### config.mk
export PLATFORM = sky130hd
export DESIGN_NAME = modulo_address_correction
export DESIGN_NICKNAME = d
export VERILOG_FILES = /design/src/modulo_pkg.sv /design/src/modulo_wrap.sv /design/src/modulo_address_correction.sv
export VERILOG_INCLUDE_DIRS = /design/src /design/src/src
export SDC_FILE = /design/constraint.sdc
export NUM_CORES = 1
export LEC_CHECK = 0
export BUFFER_PORTS_ARGS = -buffer_cell sky130_fd_sc_hd__clkbuf_2
export CORE_ASPECT_RATIO = 0.6
export CORE_MARGIN = 4
export CORE_UTILIZATION = 25
export CTS_CLUSTER_DIAMETER = 50
export CTS_CLUSTER_SIZE = 24
export DETAILED_ROUTE_END_ITERATION = 12
export PLACE_DENSITY = 0.41
export SYNTH_ARGS = -nofsm -noshare
export SYNTH_HDL_FRONTEND = slang
export SYNTH_SLANG_ARGS = --single-unit
export TNS_END_PERCENT = 10
### constraint.sdc
create_clock -name clock -period 0.8 [get_ports clock]
set_input_delay 0.12 -clock clock [delete_from_list [all_inputs] [get_ports clock]]
set_output_delay 0.12 -clock clock [all_outputs]
set_load 0.005 [all_outputs]
### src/modulo_params.svh
`ifndef MODULO_PARAMS_SVH
`define MODULO_PARAMS_SVH

// ----------------------------------------
// widths
// ----------------------------------------
`define MAC_ADDR_W 16
`define MAC_REG_W 4
`define MAC_BREV_W 15

// ----------------------------------------
// fixed values
// ----------------------------------------
// the stack pointer can never be a bit-reversed pointer
`define MAC_STACK_REG 4'hf
`define MAC_ADDR_ZERO 16'h0000
`define MAC_ADDR_ONE 16'h0001

`endif

### src/modulo_pkg.sv
`include "modulo_params.svh"

package modulo_pkg;

  // ----------------------------------------
  // addressing modes
  // ----------------------------------------
  typedef enum logic [1:0] {
    mode_indirect,
    mode_post_modify,
    mode_pre_modify,
    mode_reg_offset
  } addr_mode_e;

  typedef logic [`MAC_ADDR_W-1:0] addr_t;
  typedef logic [`MAC_REG_W-1:0] wreg_t;

  // ----------------------------------------
  // carriers
  // ----------------------------------------
  // one address computation from decode
  typedef struct packed {
    logic valid;
    wreg_t wreg;
    addr_mode_e mode;
    logic write;
    logic word;
    addr_t base;
    addr_t step;
  } agen_req_s;

  typedef struct packed {
    logic enable;
    wreg_t wsel;
    addr_t start_addr;
    addr_t end_addr;
  } modulo_cfg_s;

  typedef struct packed {
    logic enable;
    wreg_t wsel;
    logic [`MAC_BREV_W-1:0] modifier;
  } brev_cfg_s;

  // address towards data memory
  typedef struct packed {
    logic valid;
    addr_t effective_address;
    logic wrapped;
    logic reversed;
  } access_s;

  // pointer update towards the register file
  typedef struct packed {
    logic valid;
    wreg_t wreg;
    addr_t value;
  } writeback_s;

endpackage

### src/modulo_wrap.sv
`timescale 1ns/1ps
`include "modulo_params.svh"

module modulo_wrap (
  // candidate address and direction
  input wire logic [`MAC_ADDR_W-1:0] addr_in,
  input wire logic apply,
  input wire logic up,
  // buffer limits
  input wire logic [`MAC_ADDR_W-1:0] start_addr,
  input wire logic [`MAC_ADDR_W-1:0] end_addr,
  // corrected address
  output logic [`MAC_ADDR_W-1:0] addr_out,
  output logic wrapped
);

  // ----------------------------------------
  // boundary test and fold-back
  // ----------------------------------------
  // magnitude compare, not equality, so large steps still fold correctly
  always_comb begin
    addr_out = addr_in;
    wrapped = 1'b0;
    if (apply && up && (addr_in > end_addr)) begin
      addr_out = start_addr + (addr_in - end_addr - `MAC_ADDR_ONE);
      wrapped = 1'b1;
    end else if (apply && !up && (addr_in < start_addr)) begin
      addr_out = end_addr - (start_addr - addr_in - `MAC_ADDR_ONE);
      wrapped = 1'b1;
    end
  end

endmodule

### src/modulo_address_correction.sv
`timescale 1ns/1ps
`include "modulo_params.svh"

// Behaviour
// - modulo correction usable on any working register
// - incrementing buffers compare against upper boundary
// - decrementing buffers compare against lower boundary
// - beyond-boundary addresses wrap, not only equality
// - pointer written back only for pre/post-modify
// - register offset: corrected access, pointer unchanged
// - bit-reversed writes take precedence over modulo

module modulo_address_correction (
  // clock and reset
  input wire logic clock,
  input wire logic rst_b,
  // request from decode
  input wire modulo_pkg::agen_req_s req,
  // configuration
  input wire modulo_pkg::modulo_cfg_s mod_cfg,
  input wire modulo_pkg::brev_cfg_s brev_cfg,
  // results
  output modulo_pkg::access_s access_q,
  output modulo_pkg::writeback_s wb_q
);

  // ----------------------------------------
  // address arithmetic
  // ----------------------------------------
  modulo_pkg::addr_t sum;
  modulo_pkg::addr_t wrap_addr;
  modulo_pkg::addr_t mod_byte;
  modulo_pkg::addr_t rev_base;
  modulo_pkg::addr_t rev_mod;
  modulo_pkg::addr_t rev_sum;
  modulo_pkg::addr_t brev_addr;
  logic up;
  logic down;
  logic mod_hit;
  logic br_hit;
  logic wrapped;
  logic modify;

  // signed step: positive walks up, negative walks down, zero leaves alone
  assign sum = req.base + req.step;
  assign up = !req.step[`MAC_ADDR_W-1] && (req.step != `MAC_ADDR_ZERO);
  assign down = req.step[`MAC_ADDR_W-1];
  assign modify = (req.mode == modulo_pkg::mode_post_modify) ||
                  (req.mode == modulo_pkg::mode_pre_modify);

  // any working register may be the modulo pointer
  assign mod_hit = mod_cfg.enable && (req.wreg == mod_cfg.wsel) &&
                   (req.mode != modulo_pkg::mode_indirect) && (up || down);

  // reversed carry only for word writes with increment modes
  assign br_hit = brev_cfg.enable && (req.wreg == brev_cfg.wsel) &&
                  (brev_cfg.wsel != `MAC_STACK_REG) && req.write && req.word &&
                  modify && up;

  // modifier is held in words, scaled to bytes
  assign mod_byte = {brev_cfg.modifier, 1'b0};

  modulo_wrap u_wrap (
    .addr_in(sum),
    .apply(mod_hit),
    .up(up),
    .start_addr(mod_cfg.start_addr),
    .end_addr(mod_cfg.end_addr),
    .addr_out(wrap_addr),
    .wrapped(wrapped)
  );

  // ----------------------------------------
  // bit reversal
  // ----------------------------------------
  // reverse, add, reverse back: carry travels from msb to lsb
  modulo_pkg::addr_t rev_add;
  assign rev_add = rev_base + rev_mod;

  genvar i;
  generate
    for (i = 0; i < `MAC_ADDR_W; i = i + 1) begin : g_rev
      assign rev_base[i] = req.base[`MAC_ADDR_W-1-i];
      assign rev_mod[i] = mod_byte[`MAC_ADDR_W-1-i];
      assign rev_sum[i] = rev_add[`MAC_ADDR_W-1-i];
    end
  endgenerate

  // word data only, so the byte bit is forced clear
  assign brev_addr = {rev_sum[`MAC_ADDR_W-1:1], 1'b0};

  // ----------------------------------------
  // next outputs
  // ----------------------------------------
  modulo_pkg::access_s access_d;
  modulo_pkg::writeback_s wb_d;
  modulo_pkg::addr_t next_addr;

  // next access and pointer update, all from one request
  always_comb begin
    next_addr = br_hit ? brev_addr : wrap_addr;
    access_d.valid = req.valid;
    access_d.wrapped = req.valid && wrapped && !br_hit;
    access_d.reversed = req.valid && br_hit;
    access_d.effective_address = req.base;
    unique case (req.mode)
      modulo_pkg::mode_indirect: access_d.effective_address = req.base;
      modulo_pkg::mode_post_modify: access_d.effective_address = req.base;
      modulo_pkg::mode_pre_modify: access_d.effective_address = next_addr;
      modulo_pkg::mode_reg_offset: access_d.effective_address = next_addr;
    endcase
    // offset and plain indirect never touch the pointer
    wb_d.valid = req.valid && modify;
    wb_d.wreg = req.wreg;
    wb_d.value = next_addr;
  end

  // outputs straight from flops; reset clears both one-cycle pulses
  always_ff @(posedge clock or negedge rst_b) begin
    if (!rst_b) begin
      access_q <= '0;
      wb_q <= '0;
    end else begin
      access_q <= access_d;
      wb_q <= wb_d;
    end
  end
endmodule

# Word level (Yosys, flattened, before mapping)
# Cells that the tools add are included.
# word_totals
ff_bits,40
in_bits,100
output_inout_bits,40
# classes
addsub,8
n_lt_le_gt_ge,2
eq_ne,6
mux,6
n_reduce_logical,28
# op_table
op,count
16-bit two-way mux,3
16-bit subtractor,3
16-bit adder,2
16-bit one-hot mux with 2 select lines,1
"16-bit by 1-bit subtractor with 16-bit output, second input constant",2
1-bit logical AND,18
16-bit > comparator,1
16-bit less-than comparator,1
16-bit nonzero test,1
15-bit adder,1
4-bit equality test,2
"2-bit equality test, second input constant",2
"4-bit inequality test, second input constant",1
2-bit OR reduction,2
1-bit zero test,3
"2-bit by 1-bit equality test with 1-bit output, second input constant",1
2-bit zero test,1
1-bit logical OR,2
1-bit two-way mux,2
2-bit nonzero test,1

# Longest topological paths before layout
# Gate-level depths: netlist (run 1).
# logic_depth
word_depth,10
ltp_mapped,20

# Modules after synthesis
# Synthesis (run 1) repeated with hierarchy kept, for this count alone.
# unflattened
hier_cells,745
hier_area_um2,6367.4
# modules_own_cells
mod,instances,cells_per_inst,area_per_inst_um2,seq_area_each_um2
modulo_wrap,1,444,3468.3,0.0
modulo_address_correction,1,301,2899.0,1001.0

# Least setup slack after synthesis (run 1)
# No wires, ideal clock.
# synth_path
path_type,input to register
from,in req[0] (netlist bit)
to,reg access_q[9] (netlist bit)
setup_ps,125
arrival_ps,4194
t_required_ps,675
slack_ps,-3519
cell_stages,19
n_path_buf,1
path_cell_list,ha_1 -> fa_1 -> a211oi_1 -> o21ai_0 -> a311oi_1 -> o21bai_1 -> a211oi_1 -> xnor2_1 -> ha_1 -> a21oi_1 -> o22ai_1 -> nor3b_1 -> o311ai_0 -> a21oi_1 -> buf_2 -> mux2_2 -> mux2i_1 -> o21ai_0 -> mux2_2
# synth_rtl
item,line,text
"start, declared",modulo_address_correction.sv:18,"input wire modulo_pkg::agen_req_s req,"
"end signal, assigned",modulo_address_correction.sv:124,access_q <= access_d;
"end, declared",modulo_address_correction.sv:23,"output modulo_pkg::access_s access_q,"

==> results of run 1 <==
## worst max-delay path: stages
cell and delay (ns):
clkbuf_2 0.10, buf_6 0.12, fa_2 0.42, a211oi_4 0.30, o21ai_1 0.10, a21oi_2 0.24
xnor2_4 0.13, fa_2 0.64, ha_4 0.23, and3_4 0.17, and2_4 0.15, a31oi_2 0.16
o2bb2ai_2 0.18, a211oi_2 0.08, o21ai_2 0.21, nand2_1 0.09, xor2_1 0.19, a211o_1 0.31
a21o_1 0.19
## sequential cells by signal, indices dropped and copies added (netlist names)
register,flops
wb_q,21
access_q,19
## repair_timing
item,in CTS,in global routing
pin swaps,46,15
setup buffers,9,5
endpoints found under the hold margin,41,0
hold buffers,2,0
setup endpoints to repair,74,74
gates cloned,0,0
gates resized for setup,53,27
## cell families after synthesis
| logic type | Yosys count |
|---|---|
| multiplexers | 38 |
| AO/OA/AOI/OAI | 196 |
| flip-flops | 40 |
| AND/OR/NAND/NOR | 177 |
| XOR/XNOR | 61 |
| adder cells (fa/ha/maj) | 123 |
| buffers and inverters | 78 |
## stage by stage
stage,worst slack (ns),cells
floorplan,-3.081,713
finish,-3.176,1455
CTS,-3.168,1452
global route,-3.387,1455
global placement,-3.760,1434
detailed placement,-3.719,1434
## Yosys cell counts, drive strengths merged, types with 2 or more instances
library cell,n
ha,95
inv,66
a21oi,47
dfrtp,40
xnor2,40
nand2,38
nor2,38
o21ai,36
fa,27
xor2,21
a21o,19
mux2,19
mux2i,19
nor3,18
nand3,14
and2,13
nor2b,13
a211oi,12
a31oi,12
o21a,11
nand2b,10
o211ai,8
buf,7
nand4,7
nor4,6
o21bai,6
o31ai,6
or3,6
and3,5
clkbuf,5
o2111ai,4
or2,4
a21boi,3
a31o,3
a41oi,3
o2bb2ai,3
o311ai,3
a211o,2
a221oi,2
a32o,2
o211a,2
o22ai,2
or4,2
## final cells by class
cell class,count,area (µm²),area share [%]
Timing Repair Buffer,424,2934,28.47
Tap cell,322,402.9,3.909
Multi-Input combinational cell,595,5553,53.88
Clock inverter,3,42.54,0.4128
Inverter,66,247.7,2.404
Sequential cell,40,1001,9.712
Clock buffer,5,125.1,1.214
## per-layer routing
layer | GRT usage [%] | routed length (µm)
met4 | 1.279 | 77
met1 | 30.47 | 14430
met5 | 0 | 0
met2 | 22.18 | 8797
met3 | 2.382 | 1662
## final timing paths
| check | slack [ns] | cells after the start | to | from |
|---|---|---|---|---|
| worst max-delay path | -3.18 | 19 | access_q[15] | req[1] |
| worst min-delay path | 0.08 | 2 | wb_q[16] | req[36] |
| max in group asynchronous | 0.25 | 3 | wb_q[4] | rst_b |
| min in group asynchronous | 0.34 | 3 | wb_q[2] | rst_b |
## placed cells by master (no fill, tap or decap), drive strengths merged, types with 21 or more instances in the layout
cell type,count
nand2,38
fa,27
dfrtp,40
inv,66
xnor2,40
a21oi,47
o21ai,36
nor2,38
buf,285
ha,95
xor2,21
clkbuf,142
## power groups by stage
| stage | registers [µW] | logic [µW] | clock network, µW |
|---|---|---|---|
| after global placement | 2530 | 14000 | 0 |
| final | 2480 | 15100 | 2310 |
| after CTS | 2480 | 14700 | 2370 |
| after detailed placement | 2520 | 13900 | 0 |
| after global routing | 2510 | 16500 | 2470 |
| after floorplan | 2530 | 7310 | 0 |
==> reports/results.txt, run 1 <==
Max VDD drop: 0.8893 mV
setup TNS: -104.87 ns
Port Buffer Count: 139
Combinational Power Share: 76.0%
CTS Root Cell: clkbuf_16
post-synthesis mux area share: 6.708%
syn nets: 935
Final Hold Vio Count: 0
CP required: 0.98 ns
Mean Syn Cell Area: 8.869 µm²
Tightest Hold Check Type: in2reg
dpl cell area: 9634 µm²
worst slew pin tran: 0.5144 ns
ANT cells: 0
post-route cell area: 10310 µm²
unrepaired setup endpoints after global routing: true
WS Path Type: in2reg
CTS buffer count: 5
CTS tree: yes
Final Util: 41.97%
DR DRC count: 0
GP Congestion: 0.8543
Cell Area, Synth: 6324 µm²
sw power: 8507 µW
Sw Ratio: 42.72%
Sink Count: 40
detailed placement HPWL: 22.15 mm
Rows: 44
DR vias: 6683
initial core utilization: 25.75%
crit start category: input port
critical path capture point type: flip-flop
Routed Antenna Nets: 0
DIE WIDTH: 213.3 µm
drt wl/cell: 17.16 µm
Initial DRT Pass Iterations: 5
final worst-path setup slack: -3.176 ns
Final Cycle Share: 497.0%
fin crit period: 3.976 ns
initial drt markers: 414
post-synth top area share: 18.80%
failing checks: setup timing
Clock Power Share: 11.6%
slew margin rel.: 65.23%
antenna violations before repair: 0
xor/xnor share of the synthesized area: 8.567%
number of fill cells: 2469
Core Footprint: 24550 µm²
Pint: 11410 µW
fmax: 0.2515 GHz
post-synth top area cell: ha_1
clock buffer depth: 2
die area: 27990 µm²
largest net degree at the start of global routing: 41
Seq pwr share: 12.4%
Adder-Cell Fraction of Synth Area: 27.50%
chip height: 131.2 µm
Area growth, synth to finish: 62.98%
number of I/O pins: 140
Top FF cell, synth: dfrtp_1
first-pass GRT wire length: 38.24 mm
final setup fails: 74
layout cells sized above 1: 47.93%
synthesized instance count: 713
Leakage Power: 0.005113 µW
final net count: 1354
Synth Area in Compound Gates: 21.88%
number of global-route vias before repair: 6632
Post-Synth Simple-Gate Area: 14.44%
Seq/Total Area, Yosys: 15.83%
Yosys reg bits: 40
max cap viols: 0
EDFF count, synth: 0
fraction of registers with async set/reset: 100.0%
Worst EP arrival: 4.15 ns
ratio of total power to cell area: 1932 nW/µm²
Area contributors post-synth: ha_1 (19%), dfrtp_1 (16%), fa_1 (8.5%)
Worst Path Max Fanout: 4
yosys warns: 0
vias per inst: 4.593
largest family of logic cells by synthesized area: adder cells
Worst-path clk slew: 0.06 ns
Tot Pwr: 19910 µW
Global Route Usage Sum: 17.32%
max-slew violations: 0
Clock H-tree levels: 2
total grt overflow: 0
outcome: complete, but fails checks
WL final: 24.96 mm
Worst Hold Margin: 0.07743 ns
count of cell types in the netlist: 76
Note: power is estimated with default switching activity, not from simulation.
==> inputs of run 2 (changes only) <==
==> constraint.sdc (replaced) <==
create_clock -name clock -period 0.8 [get_ports clock]
set_input_delay 0.08 -clock clock [delete_from_list [all_inputs] [get_ports clock]]
set_output_delay 0.08 -clock clock [all_outputs]
set_load 0.005 [all_outputs]
==> reports/results.txt, run 2 (same netlist as run 1, synthesis figures left out) <==
Clock H-tree levels: 2 (unchanged)
detailed placement HPWL: 22.00 mm (-0.70%)
hold path start: req[36]
commonest non-fill, non-tap cell in the layout: buf_4
critical path capture point type: flip-flop
worst slew pin tran: 0.5124 ns (-0.001991 ns)
clock buffer depth: 2 (unchanged)
CTS Root Cell: clkbuf_16
CTS buffer count: 5 (unchanged)
Area growth, synth to finish: 62.66%
CTS tree: yes
number of I/O pins: 140 (unchanged)
CP required: 0.97 ns (about the same)
Final Cycle Share: 499.3% (+2.3 points)
unrepaired setup endpoints after global routing: true
WS Path Type: in2reg
Leakage Power: 0.005107 µW (-0.11%)
crit start category: input port
Initial DRT Pass Iterations: 5 (unchanged)
Core Footprint: 24550 µm² (unchanged)
drt wl/cell: 17.15 µm (about the same)
Sink Count: 40 (unchanged)
Worst-path clk slew: 0.06 ns (about the same)
most frequent cells in the layout: buf_4 (272), clkbuf_2 (133), ha_1 (83)
WL final: 24.91 mm (-0.24%)
layout cells sized above 1: 48.41% (+0.48 points)
Worst Path Max Fanout: 8 (+4)
fmax: 0.2504 GHz (-0.46%)
die area: 27990 µm² (unchanged)
end of the worst hold path: wb_q[16]
largest net degree at the start of global routing: 41 (unchanged)
GP Congestion: 0.8506 (-0.43%)
Global Route Usage Sum: 17.10% (-0.22 points)
Worst Hold Margin: 0.03817 ns (-0.03927 ns)
Max VDD drop: 0.7076 mV (-20%)
max cap viols: 0 (unchanged)
number of fill cells: 2496 (+1.1%)
number of global-route vias before repair: 6531 (-1.5%)
chip height: 131.2 µm (unchanged)
initial drt markers: 474 (+14%)
vias per inst: 4.557 (-0.78%)
final setup fails: 74 (unchanged)
Routed Antenna Nets: 0 (unchanged)
final worst-path setup slack: -3.194 ns (-0.01823 ns)
first-pass GRT wire length: 37.91 mm (-0.87%)
outcome: complete, but fails checks
Rows: 44 (unchanged)
DR DRC count: 0 (unchanged)
DIE WIDTH: 213.3 µm (unchanged)
Tightest Hold Check Type: in2reg
fin crit period: 3.994 ns (+0.01823 ns)
max-slew violations: 0 (unchanged)
Worst EP arrival: 4.16 ns (about the same)
initial core utilization: 25.75% (unchanged)
depth of the worst hold-timing path: 2 (unchanged)
pre-CTS setup slack: -3.723 ns (-0.003460 ns)
Final Hold Vio Count: 0 (unchanged)
max reg flops: 21 (unchanged)
total grt overflow: 0 (unchanged)
Port Buffer Count: 139 (unchanged)
slew margin rel.: 65.60% (+0.37 points)
ANT cells: 0 (unchanged)
Biggest register: wb_q
DR vias: 6617 (-0.99%)
ratio of total power to cell area: 1948 nW/µm² (+0.84%)
biggest regs: wb_q: 21 flops, access_q: 19 flops
failing checks: setup timing
antenna violations before repair: 0 (unchanged)
final net count: 1351 (-0.22%)
-- run 2: changes by cell type in the layout (fill, tap and decap cells not counted), moves of 2 or more --
| cell | change |
|---|---|
| ha_2 | +2 |
| a21oi_1 | -3 |
| nor4_1 | +2 |
| buf_2 | +2 |
| buf_4 | -2 |
| mux2i_1 | -2 |
| o21ai_2 | +4 |
| clkbuf_2 | -4 |
| ha_1 | -2 |
| a21oi_2 | +2 |
| o21ai_1 | -4 |
-- run 2: cell type report --
cell class,instances,area [µm²],area share [%]
clock inverters,3,42.54,0.4136
inverters,66,247.7,2.408
multi-input cells,595,5550,53.96
repair buffers,421,2917,28.35
well taps,322,402.9,3.917
clock buffers,5,125.1,1.216
flip-flops and latches,40,1001,9.731
-- run 2: layer usage --
metal / global-route usage (%) / part of all wire (%) / vias to the layer above
li1: - / - / 3405
met1: 30.46 / 59 / 3052
met2: 21.73 / 35 / 155
met3: 1.929 / 5.4 / 5
met4: 1.385 / 0.37 / 0
met5: 0 / 0 / -
-- run 2: worst max-delay path, stage by stage --
cell      delay (ns)
buf_6           0.10
ha_4            0.16
fa_2            0.37
a211oi_4        0.28
o21ai_2         0.11
a311oi_2        0.26
o21bai_2        0.13
a211oi_2        0.29
xnor2_2         0.19
ha_1            0.31
a21oi_2         0.17
o22ai_2         0.08
nor3b_2         0.22
o311ai_2        0.16
a21oi_4         0.21
buf_12          0.17
mux2_4          0.30
mux2i_2         0.17
mux2i_1         0.12
mux2_4          0.26
-- run 2: timing repair --
action                                 in CTS  in global routing
endpoints found under the hold margin      41                  0
buffers inserted                            8                  4
hold buffers                                2                  0
pin swaps                                  45                  6
setup endpoints to repair                  74                 74
gates cloned                                0                  0
gates resized for setup                    62                 23
-- run 2: report_power, final --
part / switching [µW] / leakage (µW) / internal (µW)
clock network: 856 / 0.0000798 / 1470
registers: 115 / 0.000474 / 2350
logic: 7600 / 0.00455 / 7650
-- run 2: how the worst max path moves through the flow --
stage	startpoint	endpoint	cells after the start
2_1_floorplan	req[0]	access_q[6]	19
3_3_place_gp	req[20]	access_q[13]	20
3_5_place_dp	req[20]	access_q[13]	20
4_1_cts	req[16]	access_q[10]	20
5_1_grt	req[22]	access_q[17]	20
6_report	req[0]	access_q[10]	20
-- run 2: per-stage QoR --
stage,cells,setup TNS (ns),cell area (µm²),util (%),power [µW]
2_1_floorplan,713,-95.81,6513,-,9836
3_3_place_gp,1433,-118.67,9627,39.21,16520
3_5_place_dp,1433,-119.37,9627,39.21,16380
4_1_cts,1448,-103.06,10170,41.41,19740
5_1_grt,1452,-110.34,10290,41.89,21540
6_report,1452,-103.60,10290,41.89,20040
==> inputs of run 3 (changes only) <==
==> constraint.sdc (replaced) <==
create_clock -name clock -period 0.8 [get_ports clock]
set_input_delay 0.08 -clock clock [delete_from_list [all_inputs] [get_ports clock]]
set_output_delay 0.08 -clock clock [all_outputs]
set_load 0.05 [all_outputs]
==> reports/results.txt, run 3 (same netlist as run 1, synthesis figures left out) <==
Worst-path clk slew: 0.06 ns (about the same)
Max VDD drop: 0.7740 mV (+9.4%)
layout cells sized above 1: 48.41% (unchanged)
Clock Power Share: 10.5% (-1.1 points)
biggest regs: wb_q: 21 flops, access_q: 19 flops
DR DRC count: 0 (unchanged)
Worst EP arrival: 4.16 ns (about the same)
vias per inst: 4.562 (+0.11%)
WS Path Type: in2reg
final net count: 1351 (unchanged)
pre-CTS setup slack: -3.723 ns (unchanged)
Port Buffer Count: 139 (unchanged)
worst slew pin tran: 0.4946 ns (-0.01777 ns)
crit-path most repeated cell: mux2_4
Crit-path slowest cell: fa_2
Buf/Inv on CP: 2 (unchanged)
Seq pwr share: 11.9% (-0.4 points)
final worst-path setup slack: -3.184 ns (+0.009760 ns)
Biggest register: wb_q
slew margin rel.: 66.79% (+1.2 points)
end of the worst hold path: wb_q[16]
max cap viols: 0 (unchanged)
number of global-route vias before repair: 6500 (-0.47%)
Final Hold Vio Count: 0 (unchanged)
Global Route Usage Sum: 17.11% (about the same)
DR vias: 6624 (+0.11%)
commonest non-fill, non-tap cell in the layout: buf_4
failing checks: setup timing
unrepaired setup endpoints after global routing: true
CTS buffer count: 5 (unchanged)
Pint: 12150 µW (+5.9%)
WP depth: 20 (unchanged)
Final Non-Filler Cells: 1452 (unchanged)
antenna violations before repair: 0 (unchanged)
crit start category: input port
Worst path max stage delay: 0.37 ns (about the same)
Combinational Power Share: 77.6% (+1.5 points)
outcome: complete, but fails checks
ratio of total power to cell area: 2063 nW/µm² (+5.9%)
first-pass GRT wire length: 37.89 mm (about the same)
CP delay by family, top: compound AO/OA/AOI/OAI gates
total grt overflow: 0 (unchanged)
max-slew violations: 0 (unchanged)
fin crit period: 3.984 ns (-0.009760 ns)
final setup fails: 74 (unchanged)
CP required: 0.97 ns (about the same)
initial core utilization: 25.75% (unchanged)
initial drt markers: 421 (-11%)
Core Footprint: 24550 µm² (unchanged)
most frequent cells in the layout: buf_4 (272), clkbuf_2 (95), ha_1 (83)
Leakage Power: 0.005236 µW (+2.5%)
die area: 27990 µm² (unchanged)
Sw Ratio: 44.87% (+2.1 points)
Final Cycle Share: 498.0% (-1.2 points)
ANT cells: 0 (unchanged)
number of I/O pins: 140 (unchanged)
WL final: 24.94 mm (+0.13%)
CTS tree: yes
CTS Root Cell: clkbuf_16
sw power: 9890 µW (+15%)
Tightest Hold Check Type: in2reg
Worst Hold Margin: 0.04164 ns (+0.003472 ns)
GP Congestion: 0.8506 (unchanged)
critical path capture point type: flip-flop
Final Util: 43.52% (+1.6 points)
Routed Antenna Nets: 0 (unchanged)
clock buffer depth: 2 (unchanged)
chip height: 131.2 µm (unchanged)
Area growth, synth to finish: 68.99%
Worst Path Max Fanout: 8 (unchanged)
drt wl/cell: 17.17 µm (+0.13%)
depth of the worst hold-timing path: 2 (unchanged)
Placed Instances: 1433 (unchanged)
hold path start: req[36]
crit path cell chain: buf_6 -> ha_4 -> fa_2 -> a211oi_4 -> o21ai_2 -> a311oi_2 -> o21bai_2 -> a211oi_2 -> xnor2_2 -> ha_1 -> a21oi_2 -> o22ai_2 -> nor3b_2 -> o311ai_2 -> a21oi_4 -> buf_12 -> mux2_4 -> mux2i_2 -> mux2i_1 -> mux2_4
Sink Count: 40 (unchanged)
fmax: 0.2510 GHz (+0.24%)
max reg flops: 21 (unchanged)
Clock H-tree levels: 2 (unchanged)
Rows: 44 (unchanged)
Tot Pwr: 22040 µW (+10%)
detailed placement HPWL: 22.00 mm (unchanged)
largest net degree at the start of global routing: 41 (unchanged)
DIE WIDTH: 213.3 µm (unchanged)
Initial DRT Pass Iterations: 5 (unchanged)
==> run 3: cell types whose count changed in the layout (fill, tap and decap cells not counted), sizes merged <==
cell / change
buf: +38
clkbuf: -38
==> run 3: per-stage QoR <==
step | cell area, µm² | setup TNS, ns
final | 10690 | -106.01
after global routing | 10690 | -112.89
after CTS | 10520 | -106.04
after detailed placement | 9627 | -119.37
after global placement | 9627 | -118.67
after floorplan | 6513 | -95.81
==> run 3: power by group through the flow <==
| stage | sequential [µW] | combinational (µW) | clock, µW |
|---|---|---|---|
| 2_1_floorplan | 3690 | 7310 | 0 |
| 3_3_place_gp | 2520 | 15200 | 0 |
| 3_5_place_dp | 2510 | 15100 | 0 |
| 4_1_cts | 2520 | 16600 | 2370 |
| 5_1_grt | 2640 | 18500 | 2430 |
| 6_report | 2610 | 17100 | 2310 |
==> run 3: worst max path at each step <==
stage / start / end / slack (ns)
2_1_floorplan: req[0] / access_q[6] / -3.04
3_3_place_gp: req[20] / access_q[13] / -3.79
3_5_place_dp: req[20] / access_q[13] / -3.72
4_1_cts: req[16] / access_q[10] / -3.18
5_1_grt: req[22] / access_q[17] / -3.39
6_report: req[0] / access_q[10] / -3.18
==> run 3: cell type report <==
type / count / area [µm²]
flip-flops and latches: 40 / 1001
multi-input cells: 595 / 5550
inverters: 66 / 247.7
repair buffers: 421 / 3317
clock inverters: 3 / 42.54
fillers: 2448 / 13870
clock buffers: 5 / 125.1
well taps: 322 / 402.9
==> run 3: metal layers <==
layer  vias up  GRT usage [%]  part of all wire, %
li1       3400              -                    -
met1      3068          30.49                   59
met2       151          21.85                   36
met3         5          1.763                  4.6
met4         0          1.385                 0.36
met5         -              0                    0
==> run 3: repair_timing <==
| item | CTS | global route |
|---|---|---|
| gates resized for setup | 142 | 61 |
| buffers inserted | 8 | 4 |
| hold endpoints to repair | 41 | 0 |
| hold buffers | 2 | 0 |
| setup endpoints to repair | 74 | 74 |
| pin swaps | 45 | 6 |
